**src/sum_pkg.sv**
```systemverilog
// constants and types for the supply undervoltage monitor
//
// Contract
// - A three-bit trip level select picks one of eight ascending levels, 000 is 2.0V and 111 is 4.4V.
// - Status bit 5 reads high while the comparator reports supply below the selected level.
// - Enable bit 4 switches the detector on when one, off when zero, and resets to zero.
// - Bits 7, 6 and 3 of the control register ignore writes and read as zero.
// - The detector keeps running in power-down while enabled.
// - The request flag sets only after a fixed delay following the status bit rising; the code also sets it at once on a write of one to the flag register.
// - The monitor request is one source of a shared multifunction interrupt.
// - A request flag set in sleep or idle with the detector enabled wakes the device.
// - The status bit follows every comparator transition and never latches the first; the code follows them only while enabled and holds zero while disabled.
// - Once set, the request flag stays set until serviced or cleared by software.
package sum_pkg;

  // ********************************
  // register map
  // ********************************
  localparam logic [3:0] SUM_ADDR_CONTROL = 4'h0;
  localparam logic [3:0] SUM_ADDR_IRQFLAG = 4'h4;
  localparam logic [3:0] SUM_ADDR_STATUS  = 4'h8;
  localparam logic [3:0] SUM_ADDR_MASK    = 4'hC;

  localparam int SUM_POS_LEVEL  = 0;
  localparam int SUM_POS_ENABLE = 4;
  localparam int SUM_POS_UNDER  = 5;
  localparam logic [7:0] SUM_CONTROL_RESET = 8'h00;
  localparam logic [7:0] SUM_CONTROL_WMASK = 8'h17;
  localparam logic [1:0] SUM_STATUS_RESET  = 2'h0;
  localparam logic [1:0] SUM_MASK_RESET    = 2'h0;
  localparam logic [1:0] SUM_RESP_OKAY     = 2'h0;
  localparam logic [1:0] SUM_RESP_SLVERR   = 2'h2;

  // ********************************
  // timing
  // ********************************
  localparam int SUM_CLK_MHZ         = 25;
  localparam int SUM_IRQ_DELAY_US    = 100;
  localparam int SUM_IRQ_DELAY_CYC   = SUM_IRQ_DELAY_US * SUM_CLK_MHZ;
  localparam int SUM_SETTLE_DELAY_US = 150;
  localparam int SUM_SETTLE_CYC      = SUM_SETTLE_DELAY_US * SUM_CLK_MHZ;

  typedef enum logic [2:0] {
    SUM_LEVEL_2V0 = 3'b000,
    SUM_LEVEL_2V2 = 3'b001,
    SUM_LEVEL_2V4 = 3'b010,
    SUM_LEVEL_2V7 = 3'b011,
    SUM_LEVEL_3V0 = 3'b100,
    SUM_LEVEL_3V3 = 3'b101,
    SUM_LEVEL_3V6 = 3'b110,
    SUM_LEVEL_4V4 = 3'b111
  } sum_level_type;

  typedef struct packed {
    logic          monitorEnable;
    sum_level_type tripLevelSelect;
  } sum_ctrl_type;

endpackage

```
**src/sum_delay_timer.sv**
```systemverilog
// qualifying timer: pulses once a level has held high for a set count
`timescale 1ns/1ps
module sum_delay_timer #(
  parameter int COUNT = 2500
) (
  input  wire logic mclk,
  input  wire logic reset_n,
  input  wire logic level,
  output logic      done
);
  import sum_pkg::*;

  logic [23:0] count;
  logic [23:0] next_count;
  logic        fired;
  logic        next_fired;
  logic        next_done;

  always_comb begin
    next_count = count;
    next_fired = fired;
    next_done  = 1'b0;
    if (!level) begin
      next_count = 24'h000000;
      next_fired = 1'b0;
    end else if (!fired) begin
      if (count == 24'(COUNT - 1)) begin
        next_done  = 1'b1;
        next_fired = 1'b1;
      end else begin
        next_count = count + 24'h000001;
      end
    end
  end

  always_ff @(posedge mclk or negedge reset_n) begin
    if (!reset_n) begin
      count <= 24'h000000;
      fired <= 1'b0;
      done  <= 1'b0;
    end else begin
      count <= next_count;
      fired <= next_fired;
      done  <= next_done;
    end
  end
endmodule // sum_delay_timer

```
**src/sum_supply_monitor.sv**
```systemverilog
// supply undervoltage monitor: control register, status, delayed request, wake
`timescale 1ns/1ps
module sum_supply_monitor #(
  parameter int IRQ_DELAY = sum_pkg::SUM_IRQ_DELAY_CYC
) (
  input  wire logic               mclk,
  input  wire logic               reset_n,
  input  wire logic [3:0]         s_axi_awaddr,
  input  wire logic               s_axi_awvalid,
  output logic                    s_axi_awready,
  input  wire logic [31:0]        s_axi_wdata,
  input  wire logic [3:0]         s_axi_wstrb,
  input  wire logic               s_axi_wvalid,
  output logic                    s_axi_wready,
  output logic [1:0]              s_axi_bresp,
  output logic                    s_axi_bvalid,
  input  wire logic               s_axi_bready,
  input  wire logic [3:0]         s_axi_araddr,
  input  wire logic               s_axi_arvalid,
  output logic                    s_axi_arready,
  output logic [31:0]             s_axi_rdata,
  output logic [1:0]              s_axi_rresp,
  output logic                    s_axi_rvalid,
  input  wire logic               s_axi_rready,
  input  wire logic               compBelow,
  input  wire logic               lowPower,
  output sum_pkg::sum_ctrl_type   analogControl,
  output logic                    monitorIrqFlag,
  output logic                    wakeRequest,
  output logic                    irq
);
  import sum_pkg::*;

  // register reset value placed in struct order, where enable sits just above the level
  localparam sum_ctrl_type CTRL_RESET = '{
    monitorEnable:   SUM_CONTROL_RESET[SUM_POS_ENABLE],
    tripLevelSelect: sum_level_type'(SUM_CONTROL_RESET[SUM_POS_LEVEL +: 3])
  };

  // ********************************
  // comparator synchroniser
  // ********************************
  logic syncMeta;
  logic syncOut;
  always_ff @(posedge mclk or negedge reset_n) begin
    if (!reset_n) begin
      syncMeta <= 1'b0;
      syncOut  <= 1'b0;
    end else begin
      syncMeta <= compBelow;
      syncOut  <= syncMeta;
    end
  end

  // ********************************
  // state
  // ********************************
  sum_ctrl_type ctrl;
  sum_ctrl_type next_ctrl;
  logic         underStatus;
  logic         next_underStatus;
  logic         next_irqFlag;
  logic [1:0]   status;
  logic [1:0]   next_status;
  logic [1:0]   mask;
  logic [1:0]   next_mask;
  logic         next_wake;
  logic         next_irq;
  logic         delayDone;
  logic         underPrev;
  logic         next_underPrev;

  logic         awHeld;
  logic         next_awHeld;
  logic [3:0]   awAddr;
  logic [3:0]   next_awAddr;
  logic         wHeld;
  logic         next_wHeld;
  logic [31:0]  wData;
  logic [31:0]  next_wData;
  logic         wStrb0;
  logic         next_wStrb0;
  logic         next_awready;
  logic         next_wready;
  logic         next_bvalid;
  logic [1:0]   next_bresp;
  logic         next_arready;
  logic         next_rvalid;
  logic [31:0]  next_rdata;
  logic [1:0]   next_rresp;

  function automatic logic mapped(input logic [3:0] addr);
    mapped = (addr == SUM_ADDR_CONTROL) || (addr == SUM_ADDR_IRQFLAG) ||
             (addr == SUM_ADDR_STATUS) || (addr == SUM_ADDR_MASK);
  endfunction

  // comparator only trusted while enabled; analog holds state in power-down
  sum_delay_timer #(
    .COUNT (IRQ_DELAY)
  ) u_delay (
    .mclk    (mclk),
    .reset_n (reset_n),
    .level   (underStatus),
    .done    (delayDone)
  );

  // ********************************
  // next-state logic
  // ********************************
  logic doWrite;
  logic doRead;
  logic rdClearStatus;
  logic wrFlagClear;
  logic wrFlagSet;
  logic riseEvent;
  logic [7:0] ctrlRead;

  always_comb begin
    next_awHeld  = awHeld;
    next_awAddr  = awAddr;
    next_wHeld   = wHeld;
    next_wData   = wData;
    next_wStrb0  = wStrb0;
    next_awready = 1'b0;
    next_wready  = 1'b0;
    next_bvalid  = s_axi_bvalid;
    next_bresp   = s_axi_bresp;
    next_arready = 1'b0;
    next_rvalid  = s_axi_rvalid;
    next_rdata   = s_axi_rdata;
    next_rresp   = s_axi_rresp;
    next_ctrl    = ctrl;
    next_mask    = mask;
    doWrite      = 1'b0;
    doRead       = 1'b0;
    rdClearStatus = 1'b0;
    wrFlagClear  = 1'b0;
    wrFlagSet    = 1'b0;
    ctrlRead     = 8'h00;

    ctrlRead[SUM_POS_LEVEL +: 3] = ctrl.tripLevelSelect;
    ctrlRead[SUM_POS_ENABLE]     = ctrl.monitorEnable;
    ctrlRead[SUM_POS_UNDER]      = underStatus;

    // write path: address and data taken in either order
    if (s_axi_awvalid && s_axi_awready) begin
      next_awHeld = 1'b1;
      next_awAddr = s_axi_awaddr;
    end
    if (s_axi_wvalid && s_axi_wready) begin
      next_wHeld  = 1'b1;
      next_wData  = s_axi_wdata;
      next_wStrb0 = s_axi_wstrb[0];
    end
    if (!awHeld && !s_axi_awready && !s_axi_bvalid) begin
      next_awready = s_axi_awvalid;
    end
    if (!wHeld && !s_axi_wready && !s_axi_bvalid) begin
      next_wready = s_axi_wvalid;
    end
    if (awHeld && wHeld && !s_axi_bvalid) begin
      doWrite     = 1'b1;
      next_awHeld = 1'b0;
      next_wHeld  = 1'b0;
      next_bvalid = 1'b1;
      next_bresp  = mapped(awAddr) ? SUM_RESP_OKAY : SUM_RESP_SLVERR;
    end
    if (s_axi_bvalid && s_axi_bready) begin
      next_bvalid = 1'b0;
    end
    if (doWrite && wStrb0) begin
      case (awAddr)
        SUM_ADDR_CONTROL: begin
          // only level and enable are writable, bits 7,6,5,3 drop
          next_ctrl.tripLevelSelect = sum_level_type'(wData[SUM_POS_LEVEL +: 3]);
          next_ctrl.monitorEnable   = wData[SUM_POS_ENABLE];
        end
        SUM_ADDR_IRQFLAG: begin
          wrFlagSet   = wData[0];
          wrFlagClear = !wData[0];
        end
        SUM_ADDR_MASK: begin
          next_mask = wData[1:0];
        end
        default: begin
        end
      endcase
    end

    // read path
    if (!s_axi_rvalid && !s_axi_arready && s_axi_arvalid) begin
      next_arready = 1'b1;
    end
    if (s_axi_arvalid && s_axi_arready) begin
      doRead      = 1'b1;
      next_rvalid = 1'b1;
      next_rresp  = mapped(s_axi_araddr) ? SUM_RESP_OKAY : SUM_RESP_SLVERR;
      next_rdata  = 32'h00000000;
      case (s_axi_araddr)
        SUM_ADDR_CONTROL: next_rdata = {24'h000000, ctrlRead & ~SUM_CONTROL_WMASK |
                                        ctrlRead & SUM_CONTROL_WMASK};
        SUM_ADDR_IRQFLAG: next_rdata = {31'h00000000, monitorIrqFlag};
        SUM_ADDR_STATUS: begin
          next_rdata    = {30'h00000000, status};
          rdClearStatus = 1'b1;
        end
        SUM_ADDR_MASK:    next_rdata = {30'h00000000, mask};
        default:          next_rdata = 32'h00000000;
      endcase
    end
    if (s_axi_rvalid && s_axi_rready) begin
      next_rvalid = 1'b0;
    end
  end

  // ********************************
  // monitor behaviour
  // ********************************
  always_comb begin
    // follows every comparator edge while enabled, held at zero while disabled, no latching
    next_underStatus = ctrl.monitorEnable && syncOut;
    next_underPrev   = underStatus;
    riseEvent        = underStatus && !underPrev;

    // set wins over software clear
    next_irqFlag = monitorIrqFlag;
    if (wrFlagClear) begin
      next_irqFlag = 1'b0;
    end
    if (wrFlagSet) begin
      next_irqFlag = 1'b1;
    end
    if (delayDone && ctrl.monitorEnable) begin
      next_irqFlag = 1'b1;
    end

    // status bit0: request flag set, bit1: undervoltage rising edge
    next_status = status;
    if (rdClearStatus) begin
      next_status = 2'h0;
    end
    if (delayDone && ctrl.monitorEnable) begin
      next_status[0] = 1'b1;
    end
    if (riseEvent) begin
      next_status[1] = 1'b1;
    end

    // wake only on a fresh assertion, so a preset flag gives no wake
    // a disable landing in the same cycle suppresses the wake
    next_wake = lowPower && ctrl.monitorEnable && next_ctrl.monitorEnable &&
                next_irqFlag && !monitorIrqFlag;
    next_irq  = |(next_status & next_mask);
  end

  // ********************************
  // registers
  // ********************************
  always_ff @(posedge mclk or negedge reset_n) begin
    if (!reset_n) begin
      ctrl           <= CTRL_RESET;
      underStatus    <= 1'b0;
      underPrev      <= 1'b0;
      monitorIrqFlag <= 1'b0;
      status         <= SUM_STATUS_RESET;
      mask           <= SUM_MASK_RESET;
      wakeRequest    <= 1'b0;
      irq            <= 1'b0;
      analogControl  <= CTRL_RESET;
      awHeld         <= 1'b0;
      awAddr         <= 4'h0;
      wHeld          <= 1'b0;
      wData          <= 32'h00000000;
      wStrb0         <= 1'b0;
      s_axi_awready  <= 1'b0;
      s_axi_wready   <= 1'b0;
      s_axi_bvalid   <= 1'b0;
      s_axi_bresp    <= SUM_RESP_OKAY;
      s_axi_arready  <= 1'b0;
      s_axi_rvalid   <= 1'b0;
      s_axi_rdata    <= 32'h00000000;
      s_axi_rresp    <= SUM_RESP_OKAY;
    end else begin
      ctrl           <= next_ctrl;
      underStatus    <= next_underStatus;
      underPrev      <= next_underPrev;
      monitorIrqFlag <= next_irqFlag;
      status         <= next_status;
      mask           <= next_mask;
      wakeRequest    <= next_wake;
      irq            <= next_irq;
      analogControl  <= next_ctrl;
      awHeld         <= next_awHeld;
      awAddr         <= next_awAddr;
      wHeld          <= next_wHeld;
      wData          <= next_wData;
      wStrb0         <= next_wStrb0;
      s_axi_awready  <= next_awready;
      s_axi_wready   <= next_wready;
      s_axi_bvalid   <= next_bvalid;
      s_axi_bresp    <= next_bresp;
      s_axi_arready  <= next_arready;
      s_axi_rvalid   <= next_rvalid;
      s_axi_rdata    <= next_rdata;
      s_axi_rresp    <= next_rresp;
    end
  end
endmodule // sum_supply_monitor

```
**config.mk**
```make
export PLATFORM = sky130hd
export DESIGN_NAME = sum_supply_monitor
export DESIGN_NICKNAME = d
export VERILOG_FILES = /design/src/sum_pkg.sv /design/src/sum_delay_timer.sv /design/src/sum_supply_monitor.sv
export SDC_FILE = /design/constraint.sdc
export NUM_CORES = 1
export LEC_CHECK = 0
export ABC_AREA = 1
export BUFFER_PORTS_ARGS = -buffer_cell sky130_fd_sc_hd__buf_2
export CAP_MARGIN = 25
export CORE_UTILIZATION = 56
export DETAILED_ROUTE_END_ITERATION = 12
export PLACE_DENSITY = 0.95
export SLEW_MARGIN = 20
export SYNTH_ARGS = -nofsm -noshare
export SYNTH_HDL_FRONTEND = slang
export SYNTH_SLANG_ARGS = --single-unit
export TNS_END_PERCENT = 5
```
**constraint.sdc**
```tcl
create_clock -name mclk -period 3.42 [get_ports mclk]
set_clock_uncertainty 0.05 [all_clocks]
set_input_delay 0.855 -clock mclk [delete_from_list [all_inputs] [get_ports mclk]]
set_output_delay 0.855 -clock mclk [all_outputs]
set_load 0.01 [all_outputs]
```
Yosys cells after proc, flatten, opt, wreduce, memory -nomap -nowiden. Cells that the tools add are included.

Register bits after elaboration: 94. Input port bits: 53.

Bitwise logic cells: 2. $add $sub $neg: 1. Equal/unequal tests: 9. Mux-type cells: 39. Reductions and logical operators: 46.

Operators by type and width (number): 2-to-1 mux 24 bit (3); 2-to-1 mux 1 bit (28); adder 24 x 1 -> 24 bit (second input constant) (1); == test 24 x 12 -> 1 bit (second input constant) (1); one-hot mux 6 bit (4 select lines) (1); logical AND 1 bit (21); == test 4 bit (second input constant) (4); zero test 1 bit (10); 2-to-1 mux 2 bit (5); == test 4 x 3 -> 1 bit (second input constant) (2); zero test 4 bit (2); 2-to-1 mux 4 bit (2); nonzero test 2 bit (4); logical OR 1 bit (6); bitwise OR 6 x 5 -> 6 bit (1); inequality test 2 bit (second input constant) (2); AND reduction 2 bit (2); AND 2 bit (1); OR reduction 2 bit (1).

Logic depth before layout (Yosys ltp).
Word-level depth: 10. Gate-level depth with buffers: 11. Mapped depth without buffers: 11.

Modules after synthesis. A second synthesis with hierarchy kept.

Cells, all modules: 452. Area, all modules: 3545.9 µm².

Modules (own cells, without submodules): sum_supply_monitor (instances 1, cells an instance 206, area each 1789.2 µm²); sum_delay_timer (instances 1, cells an instance 246, area each 1756.7 µm²).

Worst setup path after synthesis. Ideal clock, no wire load.

Path type: input -> register. From: in s_axi_araddr[1]. To: reg irq. Path slack: 1685 ps. Arrival: 1568 ps. Cell stages on the path: 6. Library setup time: 116 ps. Buffers on the path: 0. Cells stage by stage: nor2_1 -> nand3_1 -> o21ai_0 -> o21ai_0 -> nand2_1 -> nand2_1.

Word-level cells in the longest chain between the ends: 7.

RTL lines: start, declared (line sum_supply_monitor.sv:18) `input wire logic [3:0] s_axi_araddr,`; == test 4 bit (line sum_supply_monitor.sv:199) `case (s_axi_araddr)`; 2-to-1 mux 1 bit (line sum_supply_monitor.sv:199); 2-to-1 mux 1 bit (line sum_supply_monitor.sv:194) `if (s_axi_arvalid && s_axi_arready) begin`; 2-to-1 mux 2 bit (line sum_supply_monitor.sv:239) `if (rdClearStatus) begin`; 2-to-1 mux 1 bit (line sum_supply_monitor.sv:245) `if (riseEvent) begin`; net next_status[1] (line sum_supply_monitor.sv:64) `logic [1:0] next_status;`; AND 2 bit (line sum_supply_monitor.sv:253) `next_irq = |(next_status & next_mask);`; OR reduction 2 bit (line sum_supply_monitor.sv:253); net next_irq (line sum_supply_monitor.sv:68) `logic next_irq;`; end signal, assigned (line sum_supply_monitor.sv:291) `irq <= next_irq;`; end, declared (line sum_supply_monitor.sv:30) `output logic irq`.

The timed path passes the listed nets, and every way through them passes these cells. A chain may end at the register's enable or synchronous reset.

==> results.md <==
* Gr ovfl total at 0
* Cts repair resizes at 0
* Status: finished, final reports clean
* Clk slew on worst S/H paths at 0.07 ns
* Seq pwr share at 47.4%
* Final HPWL DP at 4.87 mm
* Final Wtd Congestion at 0.878
* Power, Total at 2100 uW
* Int Power at 1480 uW
* Main combinational cell family by area after synthesis: simple AND/OR/NAND/NOR gates
* Top-count cell post-synth: nand2_1
* Routed WL at 6.79 mm
* Max_cap viols at 0
* Crit-path leading delay family: flip-flops
* Switching Fraction at 29.7%
* Reg2Reg Depth at 10
* Fmax at 535 MHz
* EDFF count, synth at 0
* First-pass GRT wire length at 11.7 mm
* Comb power frac at 18.2%
* Synth Area in Adders at 0.367%
* Worst IR Drop VDD at 0.000390 V
* Largest net degree at the start of global routing at 44
* Hold/Removal Path Class: flip-flop to flip-flop
* Die Wd at 80.1 um
* Root Driver: clkbuf_8
* # fillers at 495
* Layout area overhead at 11.4%
* Clock Path Buffers at 2
* # setup viols final at 0
* TritonCTS clock tree: done
* Critical Path RT at 2.51 ns
* Per-cell routed wire length at 12.2 um
* Worst Setup End Kind: output pin
* Worst flop-to-flop path endpoint: u_delay.count[23]
* Initial antenna violation count at 0
* Primary FF master, synth: dfrtp_1
* Synth async-reset ratio at 100%
* I/O Pins at 101
* Iteration-0 DRC Markers at 145
* Post-Syn Instances at 432
* Distinct cell type count after synthesis at 30
* Slowest stage delay, CP at 0.45 ns
* Yosys top cell area share at 46.9%
* CTS Sinks at 64
* Height of the die at 80.1 um
* Via count at 2803
* Ratio of cells with drive above 1 in the final layout at 16.8%
* DRC Markers at 0
* CP Cell Sequence: buf_2
* Post-Synth Simple-Gate Area at 30.2%
* Via-to-Cell Ratio at 5.02
* Crit Reg-Reg Startpoint: u_delay.count[0]
* LEAKAGE at 0.00200 uW
* Crit path buffers/inverters at 1
* RSZ-0062 raised after global routing: false
* Top area cells in the synthesized netlist: dfrtp_1, nand2_1, buf_4, inv_1, nor2_1
* Site Rows at 28
* Fraction of the mapped netlist area in compound gates at 6.27%
* Post-Synth XOR/XNOR Area at 3.34%
* Synth warn at 0
* Hold wc startpoint: syncMeta
* Synthesized cell area at 3410 um2
* Arrival time at the worst endpoint at 0.97 ns
* Final hold vios at 0
* Die area at 6410 um2
* Final Max Slew Viols at 0
* Register area share after synthesis at 46.9%
* H-tree Lvls at 3
* Synthesized flop and latch total at 64
* Antenna-violating nets left at 0
* Crit path max fanout at 5
* Final worst path period share at 54.7%
* Sw power at 625 uW
* Core ar. at 5890 um2
* Hold Path Cell Cnt at 0
* Syn_area_per_cell at 7.90 um2
* Nets at 533
* Critical Setup Path Class: flip-flop to output pin
* Sequential standard cell area at 1600 um2
* Initial Util at 58.0%
* Vias in the first global route at 2600
* Drt pass-1 iters at 4
* CP max-delay cell: dfrtp_1
* Multi-input logic area at 1480 um2
* PwrDens at 553 nW/um2
* Critical Path Start Type: flip-flop
* IO Port Bufs at 40
* Hold Path Sink: syncOut
* Tot GR Track Use at 24.2%
* Worst reg-to-reg setup slack at 1.67 ns
* Final setup TNS at 0 ns
* Clk_lat worst skew at 0.34 ns
* Ant diodes at 0
* Multiplexer area fraction after synthesis at 0%
* Postcts setup bufs at 0
* CTS hold repair buffers at 0
* Cts bufs inserted at 9
* Synth top cells by count: nand2_1, dfrtp_1, inv_1, nor2_1, buf_4
* Post-synth top area cell: dfrtp_1
* Post-Route Utilization at 64.6%
* Period minus WS final at 1.87 ns
* Clock Power Share at 34.3%
cells in the final DEF, fill, tap and decap left out, types with 2 or more instances in the layout:
master / n
buf_2: 40
buf_4: 2
bufinv_16: 2
clkbuf_8: 11
conb_1: 29
dfrtp_1: 64
inv_1: 38
inv_2: 6
nand2_1: 149
nand2_2: 2
nand3_1: 14
nand3_2: 5
nand3b_1: 6
nand4_1: 4
nor2_1: 38
nor2_2: 4
nor2_4: 4
nor3_1: 3
nor4_1: 2
o21ai_0: 21
o21ai_1: 14
o31ai_1: 2
xnor2_1: 4
xor2_1: 9
power by group through the flow:
| stage | clock [uW] | sequential [uW] | combinational (uW) |
|---|---|---|---|
| final | 721 | 997 | 383 |
| after global routing | 768 | 1010 | 442 |
| after CTS | 733 | 996 | 382 |
| after detailed placement | 0 | 1010 | 377 |
| after global placement | 0 | 1000 | 358 |
| after floorplan | 0 | 1010 | 255 |
registers in the layout (all words and copies together), names as in the netlist, 2 cells and up:
register / cells
mask: 2
wData: 4
status: 2
awAddr: 4
ctrl: 4
s_axi_rdata: 5
u_delay.count: 24
per-layer routing:
metal  vias up  global-route usage [%]  part of all wire (%)
met1      1332                    30.0                    43
li1       1383                       -                     -
met5         -                       0                     0
met3        11                    7.05                   5.0
met2        77                    39.7                    50
met4         0                    9.46                   1.2
how the worst max path moves through the flow:
stage,startpoint,end,slack (ns),cells past startpoint
after floorplan,s_axi_araddr[1],irq,1.69,6
after global routing,u_delay.count[0],u_delay.count[5],1.50,9
final,ctrl[3],analogControl[3],1.55,1
after global placement,s_axi_araddr[1],irq,1.46,7
after detailed placement,s_axi_araddr[1],irq,1.42,7
after CTS,ctrl[3],analogControl[3],1.54,1
logic make-up after synthesis:
group	after synthesis
DFF	64
and+or+nand+nor	233
adders and majority gates	1
other	1
buffers and inverters	80
AOI/OAI and AO/OA	40
xor gates and xnor gates	13
area by class of cell:
cell class	count	area share [%]
Multi-Input combinational cell	316	39.0
Inverter	45	4.45
Sequential cell	64	42.1
Timing Repair Buffer	43	6.19
Clock inverter	3	1.71
Clock buffer	12	4.08
Tap cell	75	2.47
metrics by stage:
step	cells	hold WS, ns	setup slack (ns)	area [um2]
finish	558	0.299	1.55	3800
global route	558	0.313	1.50	3800
global placement	542	0.285	1.46	3560
CTS	557	0.305	1.54	3780
floorplan	460	0.281	1.69	3520
detailed placement	542	0.288	1.42	3560
Power figures use the tool's default switching activity.
